==> src/core/stp_defs.svh <==
// timing, channel and table constants of the safe input test pulse generator
`ifndef STP_DEFS_SVH
`define STP_DEFS_SVH

`define STP_CHANNELS      8
`define STP_CNT_W         20
`define STP_CLK_MHZ       125
`define STP_PULSE_LOW_US  350
`define STP_GAP_UNIT_US   50
// gap before each channel's pulse in gap units, channel 7 in the top nibble
`define STP_GAP_TABLE     32'h96978564
`define STP_GAP_SUM_UNITS 54
`define STP_RATE_PER_S    180
`define STP_PULSE_CYCLES  (`STP_PULSE_LOW_US * `STP_CLK_MHZ)
`define STP_GAP_CYCLES    (`STP_GAP_UNIT_US * `STP_CLK_MHZ)
`define STP_TEST_CYCLES   (`STP_GAP_SUM_UNITS * `STP_GAP_CYCLES + `STP_CHANNELS * `STP_PULSE_CYCLES)

`endif

==> src/core/stp_pkg.sv <==
// types of the safe input test pulse generator
`include "stp_defs.svh"

package stp_pkg;

	// sequencer states
	typedef enum logic [1:0] {
		STP_START = 2'b00,
		STP_GAP   = 2'b01,
		STP_PULSE = 2'b10
	} stp_state_e;

	// complete state of the generator
	typedef struct packed {
		stp_state_e                   state;      // sequencer state
		logic [`STP_CNT_W-1:0]        cnt;        // cycles left in phase
		logic [2:0]                   ch;         // channel of current slot
		logic [3:0]                   last_gap;   // gap units of previous gap
		logic [`STP_CHANNELS-1:0]     pulse_out;  // pulse output levels
		logic [`STP_CHANNELS-1:0]     in_state;   // raw input states
		logic                         led_ctrl;   // control supply indicator
		logic                         led_periph; // peripheral supply indicator
		logic [`STP_CHANNELS-1:0]     diag_err;   // sticky wiring errors
	} stp_state_s;

endpackage : stp_pkg

==> src/core/stp_sync.sv <==
// two flip-flop synchroniser for pin inputs
`timescale 1ns/100ps

module stp_sync #(
	parameter int W = 10  // number of bits
) (
	input  wire logic         clock,  // system clock
	input  wire logic         rst_b,  // async reset, active low
	input  wire logic         ce,     // clock enable
	input  wire logic [W-1:0] d,      // asynchronous input
	output logic      [W-1:0] q       // synchronised output
);

	// both stages; first stage is read by the second only
	typedef struct packed {
		logic [W-1:0] s1;  // metastability catcher
		logic [W-1:0] s2;  // stable copy
	} stp_sync_s;

	stp_sync_s st;       // registered state
	stp_sync_s next_st;  // next state

	////////////////////////////////////////////////////////////////////////////////
	// next state
	always_comb begin
		next_st    = st;
		next_st.s1 = d;
		next_st.s2 = st.s1;
	end

	// register, frozen while ce is low
	always_ff @(posedge clock or negedge rst_b) begin
		if (!rst_b) begin
			st <= '0;
		end else if (ce) begin
			st <= next_st;
		end
	end

	assign q = st.s2;

endmodule : stp_sync

==> src/core/stp_pulse_gen.sv <==
// safe input test pulse generator with supply indicators and wiring diagnostics
// Operation
// pulse drives output high, low 350 us, high
// about 180 pulses per second per channel
// each of eight outputs pulsed on its own
// pulses only while channel sensor test enabled
// full test cycle of eight channels 5.5 ms
// spacing between channel pulses varies
// green indicators show control and peripheral supply
// only pulse outputs need peripheral supply
// controller interprets contacts; device reports raw inputs
// self-testing switch output pairs keep test off
// input low while pulse low, else error
`timescale 1ns/100ps
`include "stp_defs.svh"

module stp_pulse_gen #(
	parameter int PULSE_CYCLES = `STP_PULSE_CYCLES,  // low phase length in cycles
	parameter int GAP_CYCLES   = `STP_GAP_CYCLES     // one gap unit in cycles
) (
	input  wire logic                     clock,              // 125 MHz clock
	input  wire logic                     rst_b,              // async reset, active low
	input  wire logic                     ce,                 // clock enable
	input  wire logic [`STP_CHANNELS-1:0] sensor_test_en,     // per channel pulse enable
	input  wire logic [`STP_CHANNELS-1:0] diag_clear,         // per channel error clear
	input  wire logic [`STP_CHANNELS-1:0] in_raw,             // safe input pins
	input  wire logic                     control_ok,         // control supply present pin
	input  wire logic                     periph_ok,          // peripheral supply present pin
	output logic      [`STP_CHANNELS-1:0] pulse_out,          // pulse output pins
	output logic      [`STP_CHANNELS-1:0] in_state,           // raw input states
	output logic                          led_control_supply, // control supply led, green
	output logic                          led_periph_supply,  // peripheral supply led, green
	output logic      [`STP_CHANNELS-1:0] diag_err            // sticky wiring errors
);

	localparam logic [31:0] GAP_TABLE = `STP_GAP_TABLE;  // gap units per channel

	stp_pkg::stp_state_s      st;       // registered state
	stp_pkg::stp_state_s      next_st;  // next state
	logic [`STP_CHANNELS+1:0] pins_s;   // synchronised pin inputs
	logic [`STP_CHANNELS-1:0] in_s;     // synchronised safe inputs
	logic                     ctrl_s;   // synchronised control supply
	logic                     per_s;    // synchronised peripheral supply
	logic [`STP_CHANNELS-1:0] diag_hit; // per channel mismatch this cycle
	logic [3:0]               gap_u;    // gap units for next channel

	////////////////////////////////////////////////////////////////////////////////
	// pin synchronisers: all pins come from outside the clock domain
	stp_sync #(
		.W (`STP_CHANNELS + 2)
	) u_sync (
		.clock (clock),
		.rst_b (rst_b),
		.ce    (ce),
		.d     ({periph_ok, control_ok, in_raw}),
		.q     (pins_s)
	);

	assign in_s   = pins_s[`STP_CHANNELS-1:0];
	assign ctrl_s = pins_s[`STP_CHANNELS];
	assign per_s  = pins_s[`STP_CHANNELS+1];

	////////////////////////////////////////////////////////////////////////////////
	// per channel mismatch check on the last cycle of its low phase
	genvar gi;
	generate
		for (gi = 0; gi < `STP_CHANNELS; gi++) begin : g_diag
			// input must follow low pulse
			assign diag_hit[gi] = (st.state == stp_pkg::STP_PULSE) && (st.ch == 3'(gi))
				&& (st.cnt == `STP_CNT_W'(1)) && !st.pulse_out[gi] && st.led_periph
				&& in_s[gi];
		end
	endgenerate

	// gap of the slot that follows the current pulse
	assign gap_u = GAP_TABLE[{3'(st.ch + 3'h1), 2'b00} +: 4];

	////////////////////////////////////////////////////////////////////////////////
	// sequencer: gap then low phase for each channel in turn
	always_comb begin
		next_st = st;
		case (st.state)
			// first slot starts after reset with channel 0's gap
			stp_pkg::STP_START: begin
				next_st.state    = stp_pkg::STP_GAP;
				next_st.ch       = 3'h0;
				next_st.cnt      = `STP_CNT_W'(GAP_TABLE[3:0] * GAP_CYCLES);
				next_st.last_gap = GAP_TABLE[3:0];
			end
			// waiting between pulses
			stp_pkg::STP_GAP: begin
				if (st.cnt == `STP_CNT_W'(1)) begin
					// low phase length
					next_st.state = stp_pkg::STP_PULSE;
					next_st.cnt   = `STP_CNT_W'(PULSE_CYCLES);
				end else begin
					next_st.cnt = st.cnt - `STP_CNT_W'(1);
				end
			end
			// channel held low; slot time kept even when disabled so cycle stays fixed
			stp_pkg::STP_PULSE: begin
				if (st.cnt == `STP_CNT_W'(1)) begin
					// eight slots fill cycle
					// cycle sets pulse rate
					// table gaps differ slot to slot
					next_st.state    = stp_pkg::STP_GAP;
					next_st.ch       = st.ch + 3'h1;
					next_st.cnt      = `STP_CNT_W'(gap_u * GAP_CYCLES);
					next_st.last_gap = gap_u;
				end else begin
					next_st.cnt = st.cnt - `STP_CNT_W'(1);
				end
			end
			default: begin
				next_st.state = stp_pkg::STP_START;
			end
		endcase

		// one channel low at a time
		// only enabled channels go low
		// outputs dark without peripheral supply
		next_st.pulse_out = {`STP_CHANNELS{per_s}} & ~(sensor_test_en
			& ((next_st.state == stp_pkg::STP_PULSE)
			? (`STP_CHANNELS'(1) << next_st.ch) : '0));

		// raw inputs reported unchanged
		// inputs kept without peripheral supply
		next_st.in_state = in_s;

		// supply indicators
		next_st.led_ctrl   = ctrl_s;
		next_st.led_periph = per_s;

		// sticky error, set wins over clear
		next_st.diag_err = (st.diag_err & ~diag_clear) | diag_hit;
	end

	// state register, frozen while ce is low
	always_ff @(posedge clock or negedge rst_b) begin
		if (!rst_b) begin
			st           <= '0;
			st.state     <= stp_pkg::STP_START;
			st.pulse_out <= '0;
		end else if (ce) begin
			st <= next_st;
		end
	end

	// outputs straight from the state register
	assign pulse_out          = st.pulse_out;
	assign in_state           = st.in_state;
	assign led_control_supply = st.led_ctrl;
	assign led_periph_supply  = st.led_periph;
	assign diag_err           = st.diag_err;

	////////////////////////////////////////////////////////////////////////////////
	// assertion helpers: low phase length and channel 0 period
	int   low_cnt;  // cycles spent in the low phase
	int   per_cnt;  // cycles since channel 0 pulse started
	logic seen0;    // one channel 0 start seen
	logic start0;   // channel 0 low phase begins
	stp_pkg::stp_state_e prev_state;  // state one enabled cycle ago
	logic [1:0] since_rst;            // enabled edges since reset, stops at 3

	// rate check: cycle length times 350 us times 180 per second, times 100, lands near
	// PULSE_CYCLES times 1e8; a band of 2 percent either way covers the 5.5 ms cycle
	localparam longint RATE_MUL = 64'(`STP_PULSE_LOW_US * `STP_RATE_PER_S * 100); // scale
	localparam longint RATE_LO  = 64'h5d75c80;  // 98 percent of 1e8
	localparam longint RATE_HI  = 64'h6146580;  // 102 percent of 1e8

	assign start0 = (st.state == stp_pkg::STP_PULSE) && (st.ch == 3'h0)
		&& (prev_state != stp_pkg::STP_PULSE);

	always_ff @(posedge clock or negedge rst_b) begin
		if (!rst_b) begin
			low_cnt    <= 0;
			per_cnt    <= 0;
			seen0      <= 1'b0;
			prev_state <= stp_pkg::STP_START;
			since_rst  <= 2'h0;
		end else if (ce) begin
			low_cnt    <= (st.state == stp_pkg::STP_PULSE) ? low_cnt + 1 : 0;
			per_cnt    <= start0 ? 1 : per_cnt + 1;
			seen0      <= seen0 | start0;
			prev_state <= st.state;
			since_rst  <= (since_rst == 2'h3) ? 2'h3 : since_rst + 2'h1;
		end
	end
endmodule : stp_pulse_gen

==> config.mk <==
export PLATFORM = sky130hd
export DESIGN_NAME = stp_pulse_gen
export DESIGN_NICKNAME = d
export VERILOG_FILES = /design/src/core/stp_pkg.sv /design/src/core/stp_sync.sv /design/src/core/stp_pulse_gen.sv
export VERILOG_INCLUDE_DIRS = /design/src /design/src/core
export SDC_FILE = /design/constraint.sdc
export NUM_CORES = 1
export LEC_CHECK = 0
export ABC_AREA = 1
export BUFFER_PORTS_ARGS = -buffer_cell sky130_fd_sc_hd__buf_2
export CAP_MARGIN = 15
export CORE_UTILIZATION = 44
export DETAILED_ROUTE_END_ITERATION = 16
export GPL_ROUTABILITY_DRIVEN = 1
export SYNTH_ARGS = -nofsm -noshare
export SYNTH_HDL_FRONTEND = slang
export SYNTH_SLANG_ARGS = --single-unit
==> constraint.sdc <==
create_clock -name clock -period 4.4 [get_ports clock]
set_input_delay 0.88 -clock clock [delete_from_list [all_inputs] [get_ports clock]]
set_output_delay 0.88 -clock clock [all_outputs]
set_load 0.05 [all_outputs]
==> run_results.csv, run 1 <==
group,metric,value,unit
run_status,run_status,"finished clean",
power,power-per-cell-area,478,mW/mm2
global_route,grt_max_degree,54,
critical_path,worst_setup_path_start_kind,"flip-flop",
timing,holdWs,0.448,ns
layout,final_util,49.1,%
critical_path,rr_worst_depth,16,
critical_path,r2r_start,"st[30]",
synth,ys_ff_latch,71,
timing,fin_tns_setup,0,ns
floorplanning,row_count,36,
synth,synth_top_family_by_area,"simple AND/OR/NAND/NOR gates",
placed_design,numPortBuffers,54,
critical_path,crit_arrival,3.83,ns
synth,synthMuxAreaShare,0,%
route,first_pass_iters,4,
layout,antenna_cells,0,
critical_path,cp_data_required_time,4.69,ns
route,initialDrtViolationCount,213,
synth,synthXorXnorAreaFrac,2.60,%
floorplanning,start_util,45.1,%
critical_path,worst-r2r-setup-slack,0.86,ns
layout,final_nets,652,
synth,seq_area_frac_synth,40.5,%
global_route,grt_pass1_wl,16600,um
cts,clock-sinks,71,
synth,syn_area,0.00439,mm2
synth,synth-compound-area-share,12.0,%
cts,cts_buffers,9,
critical_path,path_cells,"ha_1 -> ha_1 -> nor2_1 -> a21oi_1 -> inv_1 -> ha_1 -> inv_1 -> ha_1 -> ha_1 -> a21o_1 -> a21oi_1 -> nand2_1 -> xor2_1 -> o21ai_0 -> nand2_1 -> nand2_1",
power,power_leakage,2.54,nW
route,antenna_left,0,
timing,worst_slack,0.865,ns
cts,clk_pin_slew,0.08,ns
cts,cts_setup_buffers,0,
synth,syn_nets,621,
timing,tightestPinTransition,0.746,ns
critical_path,crit_type,"reg -> reg",
timing,fmax,283,MHz
synth,synth_adder_area_share,7.99,%
cts,clkLatencyLatePin,0.35,ns
synth,syn-instance-count,564,
floorplanning,die_area,0.0104,mm2
cts,cts_resized,0,
cts,cts_tree,"yes",
timing,finalCritPeriodShare,80.3,%
timing,rsz0062_at_grt,"no",
route,dr_total_vias,3666,
critical_path,slowest_delay,0.48,ns
floorplanning,core,0.00973,mm2
critical_path,critPathCaptureType,"flip-flop",
global_route,grt_usage,21.1,%
cts,cts_root_buf,"clkbuf_8",
critical_path,worstPathBufferInverterCount,2,
timing,finClkSkew,0.00735,ns
layout,finalNonFillerCells,733,
route,drc,0,
cts,cts.path.max_buffers,2,
synth,yosysWarnings,0,
global_route,overflow,0,
synth,synth_edf_count,0,
route,post_drt_wl_per_cell,14.1,um
synth,synthSimpleGateAreaFrac,25.6,%
synth,syn_avg_cell_area,7.78,um2
placed_design,placed_area,0.00460,mm2
critical_path,crit_family,"adder cells",
floorplanning,ios,55,
global_route,grt_pass1_vias,3345,
synth,ys_async_sr_fraction,100,%
timing,setup_viol,0,
timing,min_period,3.54,ns
timing,report.final.slew_viol_count,0,
flow_run,max_cap_viol_count,0,
timing,hold_violations,0,
layout,finalInstanceArea,0.00478,mm2
power,finalPower,2.28,mW
placed_design,dpl.cell_count,717,
synth,synth-main-ff-cell,"dfrtp_1",
floorplanning,fp.dieW,102,um
critical_path,r2r_end,"st[42]",
cts,cts-htree-levels,3,
cts,hold_buffers,0,
layout,final_common_cell,"nand2_1",
layout,areaGrowthSynthToFinish,8.93,%
min_path,hp-class,"in -> async",
critical_path,path_common_cell,"ha_1",
timing,relSlewSlack,50.2,%
placed_design,gp_congestion,0.849,
placed_design,hpwl,7600,um
route,vias_per_cell,5.00,
critical_path,critPathMaxFanout,10,
layout,drive_gt1_share,15.7,%
critical_path,slowest_stage,"dfrtp_1",
route,wl,10300,um
placed_design,place_ws,0.880,ns
synth,synth_cell_types,38,
floorplanning,fp.dieH,102,um
layout,mostFrequentLayoutCells,"nand2_1, dfrtp_1, inv_1",
global_route,antenna_found_initial,0,
power,ir_worst_vdd,0.245,mV
[area by class of cell]
class / instances / area (um2)
multi-input cells: 390 / 2120
inverters: 67 / 251
fillers: 1005 / 4950
repair buffers: 56 / 285
flip-flops and latches: 71 / 1780
well taps: 133 / 166
clock buffers: 10 / 138
clock inverters: 6 / 43.8
[cells by family (layout without fill, tap and decap cells)]
logic type,Yosys count,count (layout)
buf+inv,103,139
flops,71,71
simple gates,260,260
xor+xnor,13,13
fa+ha+maj,28,28
compound gates,89,89
[flip-flops by register name (all words and copies together) (netlist names)]
signal              count
st                     25
u_sync.next_st         10
u_sync.q               10
diag_err                8
in_state                8
pulse_out               8
led_control_supply      1
led_periph_supply       1
[cells in the mapped netlist, drive strengths merged (2+ instances only)]
master | instances | share of area, %
a21oi | 21 | 2.7
a22oi | 3 | 0.51
buf | 29 | 4.9
clkbuf | 7 | 0.60
dfrtp | 71 | 41
ha | 28 | 8.0
inv | 67 | 5.7
nand2 | 174 | 15
nand3 | 23 | 3.1
nand4 | 5 | 0.71
nor2 | 55 | 6.2
o211ai | 4 | 0.68
o21ai | 44 | 5.0
o221ai | 2 | 0.40
o41ai | 8 | 1.6
xor2 | 12 | 2.4
[layer usage]
| metal | up-vias | part of all wire (%) | track usage, % |
|---|---|---|---|
| met5 | - | 0 | 0 |
| met3 | 11 | 5.4 | 3.21 |
| met4 | 0 | 1.2 | 7.58 |
| met2 | 86 | 43 | 32.1 |
| met1 | 1719 | 50 | 30.4 |
| li1 | 1850 | - | - |
[worst reg2reg max path: stages (launching register included)]
cell and delay (ns):
dfrtp_1 0.48, ha_1 0.29, ha_1 0.37, nor2_1 0.10, a21oi_1 0.32, inv_1 0.14, ha_1 0.30, inv_1 0.04
ha_1 0.33, ha_1 0.32, a21o_1 0.19, a21oi_1 0.11, nand2_1 0.07, xor2_1 0.14, o21ai_0 0.14, nand2_1 0.07
nand2_1 0.06
[how the worst max path moves through the flow]
| stage | from | end | slack (ns) | depth (start not counted) |
|---|---|---|---|---|
| finish | st[30] | st[42] | 0.86 | 16 |
| global route | st[30] | st[42] | 0.58 | 16 |
| CTS | st[30] | st[42] | 0.87 | 16 |
| detailed placement | st[30] | st[42] | 0.88 | 16 |
| global placement | st[30] | st[42] | 0.97 | 16 |
| floorplan | st[30] | st[42] | 1.14 | 16 |
[power breakdown]
group | internal, mW | switching, mW
logic | 0.315 | 0.614
clock network | 0.222 | 0.268
registers | 0.759 | 0.103
Note: power is estimated with default switching activity, not from simulation.
==> run 2, diff against run 1 <==
--- a/config.mk
+++ b/config.mk
@@ -12,6 +12,7 @@
 export CORE_UTILIZATION = 44
 export DETAILED_ROUTE_END_ITERATION = 16
 export GPL_ROUTABILITY_DRIVEN = 1
+export PLACE_DENSITY = 0.66
 export SYNTH_ARGS = -nofsm -noshare
 export SYNTH_HDL_FRONTEND = slang
 export SYNTH_SLANG_ARGS = --single-unit
==> constraint.sdc (replaced) <==
create_clock -name clock -period 3.2 [get_ports clock]
set_input_delay 0.64 -clock clock [delete_from_list [all_inputs] [get_ports clock]]
set_output_delay 0.64 -clock clock [all_outputs]
set_load 0.05 [all_outputs]
==> run 2 against run 1 <==
Critical path depth stayed put. First-iteration DRC count is 18% higher. Global-route usage hardly changed. Via count is 1.6% higher. Final cell count is 0.82% higher. Die area stayed put. Register-to-register slack worse by 0.65 ns. Clock power is 48% higher.
==> run_results.csv, run 2 (synthesis results as in run 1) <==
group,metric,value,unit
placed_design,dpl.cell_count,723,
power,finalPower,3.27,mW
min_path,hp-class,"in -> async",
floorplanning,row_count,36,
global_route,grt_usage,21.1,%
cts,clk_pin_slew,0.08,ns
placed_design,numPortBuffers,54,
global_route,grt_max_degree,72,
timing,min_period,2.98,ns
timing,relSlewSlack,61.1,%
timing,rsz0062_at_grt,"no",
route,post_drt_wl_per_cell,14.0,um
cts,cts_setup_buffers,0,
critical_path,worst-r2r-setup-slack,0.22,ns
route,wl,10300,um
critical_path,worst_setup_path_start_kind,"flip-flop",
layout,largest_reg_flops,25,
layout,nFillCells,976,
critical_path,rr_worst_depth,16,
route,vias_per_cell,5.04,
placed_design,gp_congestion,0.872,
global_route,grt_pass1_vias,3466,
global_route,antenna_found_initial,0,
global_route,overflow,0,
layout,final_common_cell,"nand2_1",
global_route,grt_pass1_wl,16600,um
power,power_leakage,2.57,nW
timing,fin_tns_setup,0,ns
timing,tightestPinTransition,0.577,ns
route,antenna_left,0,
route,first_pass_iters,5,
critical_path,cp_data_required_time,3.50,ns
layout,antenna_cells,0,
layout,finalNonFillerCells,739,
critical_path,cp-startpoint,"st[30]",
timing,finalCritPeriodShare,93.2,%
cts,cts_root_buf,"clkbuf_8",
route,drc,0,
layout,final_nets,658,
timing,fmax,335,MHz
floorplanning,fp.dieH,102,um
critical_path,critPathCapture,"st[42]",
critical_path,r2r_start,"st[30]",
critical_path,crit_type,"reg -> reg",
route,initialDrtViolationCount,251,
cts,cts_resized,2,
critical_path,crit_arrival,3.28,ns
critical_path,critPathMaxFanout,5,
cts,cts.path.max_buffers,2,
cts,cts_buffers,9,
critical_path,r2r_end,"st[42]",
placed_design,hpwl,7750,um
layout,regMostFlops,"st",
timing,setup_viol,0,
layout,mostFrequentLayoutCells,"nand2_1, dfrtp_1, inv_1",
cts,cts_tree,"yes",
cts,clkLatencyLatePin,0.36,ns
cts,hold_buffers,0,
flow_run,max_cap_viol_count,0,
power,ir_worst_vdd,0.270,mV
floorplanning,start_util,45.1,%
layout,areaGrowthSynthToFinish,11.3,%
timing,report.final.slew_viol_count,0,
floorplanning,core,0.00973,mm2
timing,finClkSkew,0.0125,ns
timing,hold_violations,0,
cts,clock-sinks,71,
floorplanning,die_area,0.0104,mm2
run_status,run_status,"finished clean",
critical_path,critPathCaptureType,"flip-flop",
floorplanning,fp.dieW,102,um
layout,drive_gt1_share,17.2,%
route,dr_total_vias,3726,
floorplanning,ios,55,
power,power-per-cell-area,669,mW/mm2
cts,cts-htree-levels,3,
-- run 2: cell types whose count changed in the layout (fill, tap and decap cells not counted), moves of 2 or more --
cell,previous run,this run
buf_4,2,7
ha_1,28,25
ha_4,0,2
clkinv_2,2,0
clkinvlp_4,1,3
-- run 2: routing by layer --
metal | global-route usage (%) | share of wire [%]
met1 | 29.0 | 48
met2 | 33.0 | 46
met3 | 4.58 | 4.7
met4 | 7.03 | 1.3
met5 | 0 | 0
-- run 2: worst max-delay path, cell delays in order (launching register included) --
cell and delay [ns]:
dfrtp_1 0.39, ha_2 0.21, ha_4 0.30, nor2_1 0.08
a21oi_2 0.18, inv_2 0.07, ha_1 0.30, inv_1 0.10
ha_4 0.22, ha_1 0.31, a21o_1 0.19, a21oi_1 0.11
nand2_1 0.07, xor2_1 0.14, o21ai_1 0.12, nand2_1 0.06
nand2_1 0.06
-- run 2: metrics by stage --
stage          util (%)  hold slack (ns)  area, um2  worst slack (ns)
2_1_floorplan         -            0.344       4390            0.0368
3_3_place_gp       47.9            0.450       4660             0.135
3_5_place_dp       47.9            0.462       4660           -0.0293
4_1_cts            50.0            0.300       4870            0.0533
5_1_grt            50.2            0.301       4880            0.0171
6_report           50.2            0.276       4880             0.216
-- run 2: cell type report --
| type | instances | area [um2] | share of cell area (%) |
|---|---|---|---|
| Multi-Input combinational cell | 390 | 2150 | 44.0 |
| Clock buffer | 10 | 128 | 2.61 |
| Timing Repair Buffer | 62 | 343 | 7.02 |
| Sequential cell | 71 | 1780 | 36.4 |
| Inverter | 67 | 251 | 5.15 |
| Clock inverter | 6 | 70.1 | 1.44 |
| Tap cell | 133 | 166 | 3.41 |
-- run 2: worst min path at each step --
stage	startpoint	endpoint	slack, ns
after floorplan	rst_b	diag_err[0]	0.34
after global routing	rst_b	u_sync.next_st[2]	0.30
final	rst_b	in_state[2]	0.28
after CTS	rst_b	in_state[2]	0.30
after global placement	in_state[2]	in_state[2]	0.45
after detailed placement	in_state[0]	in_state[0]	0.46
-- run 2: power breakdown --
group	switching [mW]	internal, mW
logic	0.882	0.480
registers	0.134	1.04
clock network	0.361	0.364
total	1.38	1.89
==> run 3, diff against run 2 <==
--- a/config.mk
+++ b/config.mk
@@ -6,7 +6,6 @@
 export SDC_FILE = /design/constraint.sdc
 export NUM_CORES = 1
 export LEC_CHECK = 0
-export ABC_AREA = 1
 export BUFFER_PORTS_ARGS = -buffer_cell sky130_fd_sc_hd__buf_2
 export CAP_MARGIN = 15
 export CORE_UTILIZATION = 44
==> run 3 against run 2 <==
Synthesized cell count down 20%. Hold slack better by 0.18 ns. Wire length up 6.8%. Global-route usage up 0.79 points. Cell area up 4.0%. Synthesized area up 1.8%. Critical endpoint unchanged. Largest cell class unchanged. Highest routed layer unchanged.
==> run_results.csv, run 3 <==
group,metric,value,unit
timing,hold_violations,0,
global_route,antenna_found_initial,0,
synth,synth_most_common_cell,"dfrtp_1",
min_path,hp-class,"in -> reg",
synth,synthSimpleGateAreaFrac,16.6,%
cts,cts_tree,"yes",
timing,rsz0062_at_grt,"no",
floorplanning,fp.dieW,103,um
critical_path,crit_type,"reg -> reg",
critical_path,slowest_stage,"dfrtp_1",
route,wl,11100,um
synth,synth_cell_types,61,
timing,min_period,3.02,ns
cts,clkLatencyLatePin,0.37,ns
timing,fmax,331,MHz
placed_design,numPortBuffers,54,
layout,areaGrowthSynthToFinish,13.8,%
cts,cts.path.max_buffers,2,
global_route,grt_usage,21.8,%
route,dr_total_vias,3637,
synth,synthXorXnorAreaFrac,1.57,%
synth,ys_ff_latch,71,
floorplanning,fp.dieH,103,um
synth,synth_top_family_by_area,"compound AO/OA/AOI/OAI gates",
layout,multiInputGateArea,0.00235,mm2
synth,synth_commonest_cells,"dfrtp_1, nand2_1, mux2_2",
placed_design,placed_area,0.00477,mm2
global_route,grt_max_degree,72,
timing,setup_viol,0,
layout,area.sequential,0.00178,mm2
cts,hold_buffers,0,
synth,ys_async_sr_fraction,100,%
synth,synth_edf_count,0,
route,first_pass_iters,5,
synth,synth_top_area_share,39.8,%
layout,final_nets,550,
synth,synth_area_leader_cell,"dfrtp_1",
critical_path,critPathCaptureType,"flip-flop",
cts,cts_root_buf,"clkbuf_8",
synth,syn_area,0.00446,mm2
timing,relSlewSlack,39.2,%
synth,seq_area_frac_synth,39.8,%
route,vias_per_cell,5.76,
timing,finClkSkew,0.0183,ns
cts,clk_pin_slew,0.09,ns
floorplanning,die_area,0.0106,mm2
cts,clock-sinks,71,
layout,antenna_cells,0,
synth,synth-main-ff-cell,"dfrtp_1",
timing,finalCritPeriodShare,94.5,%
layout,drive_gt1_share,28.9,%
power,power-per-cell-area,653,mW/mm2
critical_path,crit_arrival,3.28,ns
critical_path,cp_data_required_time,3.45,ns
layout,regMostFlops,"st",
synth,syn_nets,508,
global_route,grt_pass1_vias,3382,
cts,cts_buffers,9,
critical_path,critPathMaxFanout,5,
timing,tightestPinTransition,0.912,ns
critical_path,path_cells,"ha_2 -> ha_4 -> buf_4 -> nor2_1 -> a21o_1 -> inv_2 -> ha_1 -> inv_1 -> ha_1 -> ha_1 -> and4b_1 -> o21bai_1 -> and3_1 -> o21ai_0 -> a22o_1",
timing,holdWs,0.461,ns
critical_path,worst_setup_path_start_kind,"flip-flop",
layout,nFillCells,906,
critical_path,slowest_delay,0.40,ns
flow_run,max_cap_viol_count,0,
layout,finalInstanceArea,0.00508,mm2
placed_design,hpwl,7960,um
layout,mostFrequentLayoutCells,"dfrtp_1, buf_2, nand2_1",
synth,syn_avg_cell_area,9.90,um2
global_route,grt_pass1_wl,17300,um
critical_path,path_common_cell,"ha_1",
floorplanning,ios,55,
placed_design,gp_congestion,0.927,
route,drc,0,
synth,synth-compound-area-share,17.5,%
synth,syn-instance-count,451,
floorplanning,start_util,45.5,%
floorplanning,row_count,36,
floorplanning,core,0.00982,mm2
synth,synthMuxAreaShare,8.21,%
power,power_leakage,2.27,nW
layout,final_common_cell,"dfrtp_1",
cts,cts-htree-levels,3,
power,ir_worst_vdd,0.558,mV
run_status,run_status,"finished clean",
layout,largest_reg_flops,25,
route,antenna_left,0,
timing,report.final.slew_viol_count,0,
global_route,overflow,0,
timing,fin_tns_setup,0,ns
synth,synth_adder_area_share,7.85,%
synth,yosysWarnings,0,
route,post_drt_wl_per_cell,17.5,um
synth,synth_area_leaders,"dfrtp_1, ha_1, mux2_2",
route,initialDrtViolationCount,375,
[run 3: cell types whose count changed after synthesis, moves of 7 or more]
cell / delta
nor2_1: -29
or3_1: +7
o31ai_1: +11
o21ai_0: -28
nand2_1: -130
o41ai_1: -8
inv_1: -42
mux2_2: +29
xor2_1: -11
[run 3: metrics by stage]
step	worst slack [ns]	instances	power [mW]	utilization (%)
floorplan	0.0233	451	2.08	-
global placement	0.183	613	2.34	48.6
detailed placement	0.0199	613	2.35	48.6
CTS	0.00566	629	3.31	51.2
global route	0.00133	631	3.48	51.7
finish	0.176	631	3.31	51.7
[run 3: cell families after synthesis]
group / after synthesis
DFF: 71
xor gates and xnor gates: 8
AOI/OAI and AO/OA: 112
muxes: 33
buffers and inverters: 68
and+or+nand+nor: 131
adders and majority gates: 28
[run 3: what timing repair did]
action	4_1_cts	5_1_grt
endpoints found under the hold margin	0	0
gates resized for setup	0	7
endpoints found under the setup margin	0	4
buffers inserted	0	2
[run 3: final cells by class]
class | instances | share of cell area [%]
multi-input combinational | 312 | 46.2
clock inverter | 6 | 2.61
timing repair buffer | 76 | 8.65
tap | 133 | 3.28
inverter | 23 | 1.77
sequential | 71 | 35.0
clock buffer | 10 | 2.51
[run 3: worst paths after layout]
| path | startpoint | to | cells past startpoint | slack (ns) |
|---|---|---|---|---|
| max | st[30] | st[42] | 15 | 0.18 |
| min | sensor_test_en[2] | pulse_out[2] | 2 | 0.46 |
| max reg2reg | st[30] | st[42] | 15 | 0.18 |
| min reg2reg | diag_err[3] | diag_err[3] | 2 | 0.47 |
| max in group asynchronous | rst_b | in_state[6] | 2 | 2.12 |
| min in group asynchronous | rst_b | st[32] | 2 | 0.48 |
[run 3: critical path: cells and delay by family (launching register included)]
kind	cells	cell delay (ns)
DFF	1	0.40
and+or+nand+nor	3	0.44
buffers and inverters	3	0.26
AOI/OAI and AO/OA	4	0.68
adders and majority gates	5	1.12
[run 3: layer usage]
metal	share of wire, %	GRT usage [%]	routed length (um)	up-vias
met5	0	0	0	-
met4	2.0	8.90	226	0
met3	6.0	5.42	658	18
met2	45	32.4	5020	122
met1	47	30.4	5140	1775
li1	-	-	-	1722
[run 3: power breakdown]
part	internal (mW)	leakage, nW	switching, mW
combinational	0.395	1.26	0.729
sequential	1.05	0.883	0.186
clock	0.596	0.126	0.361
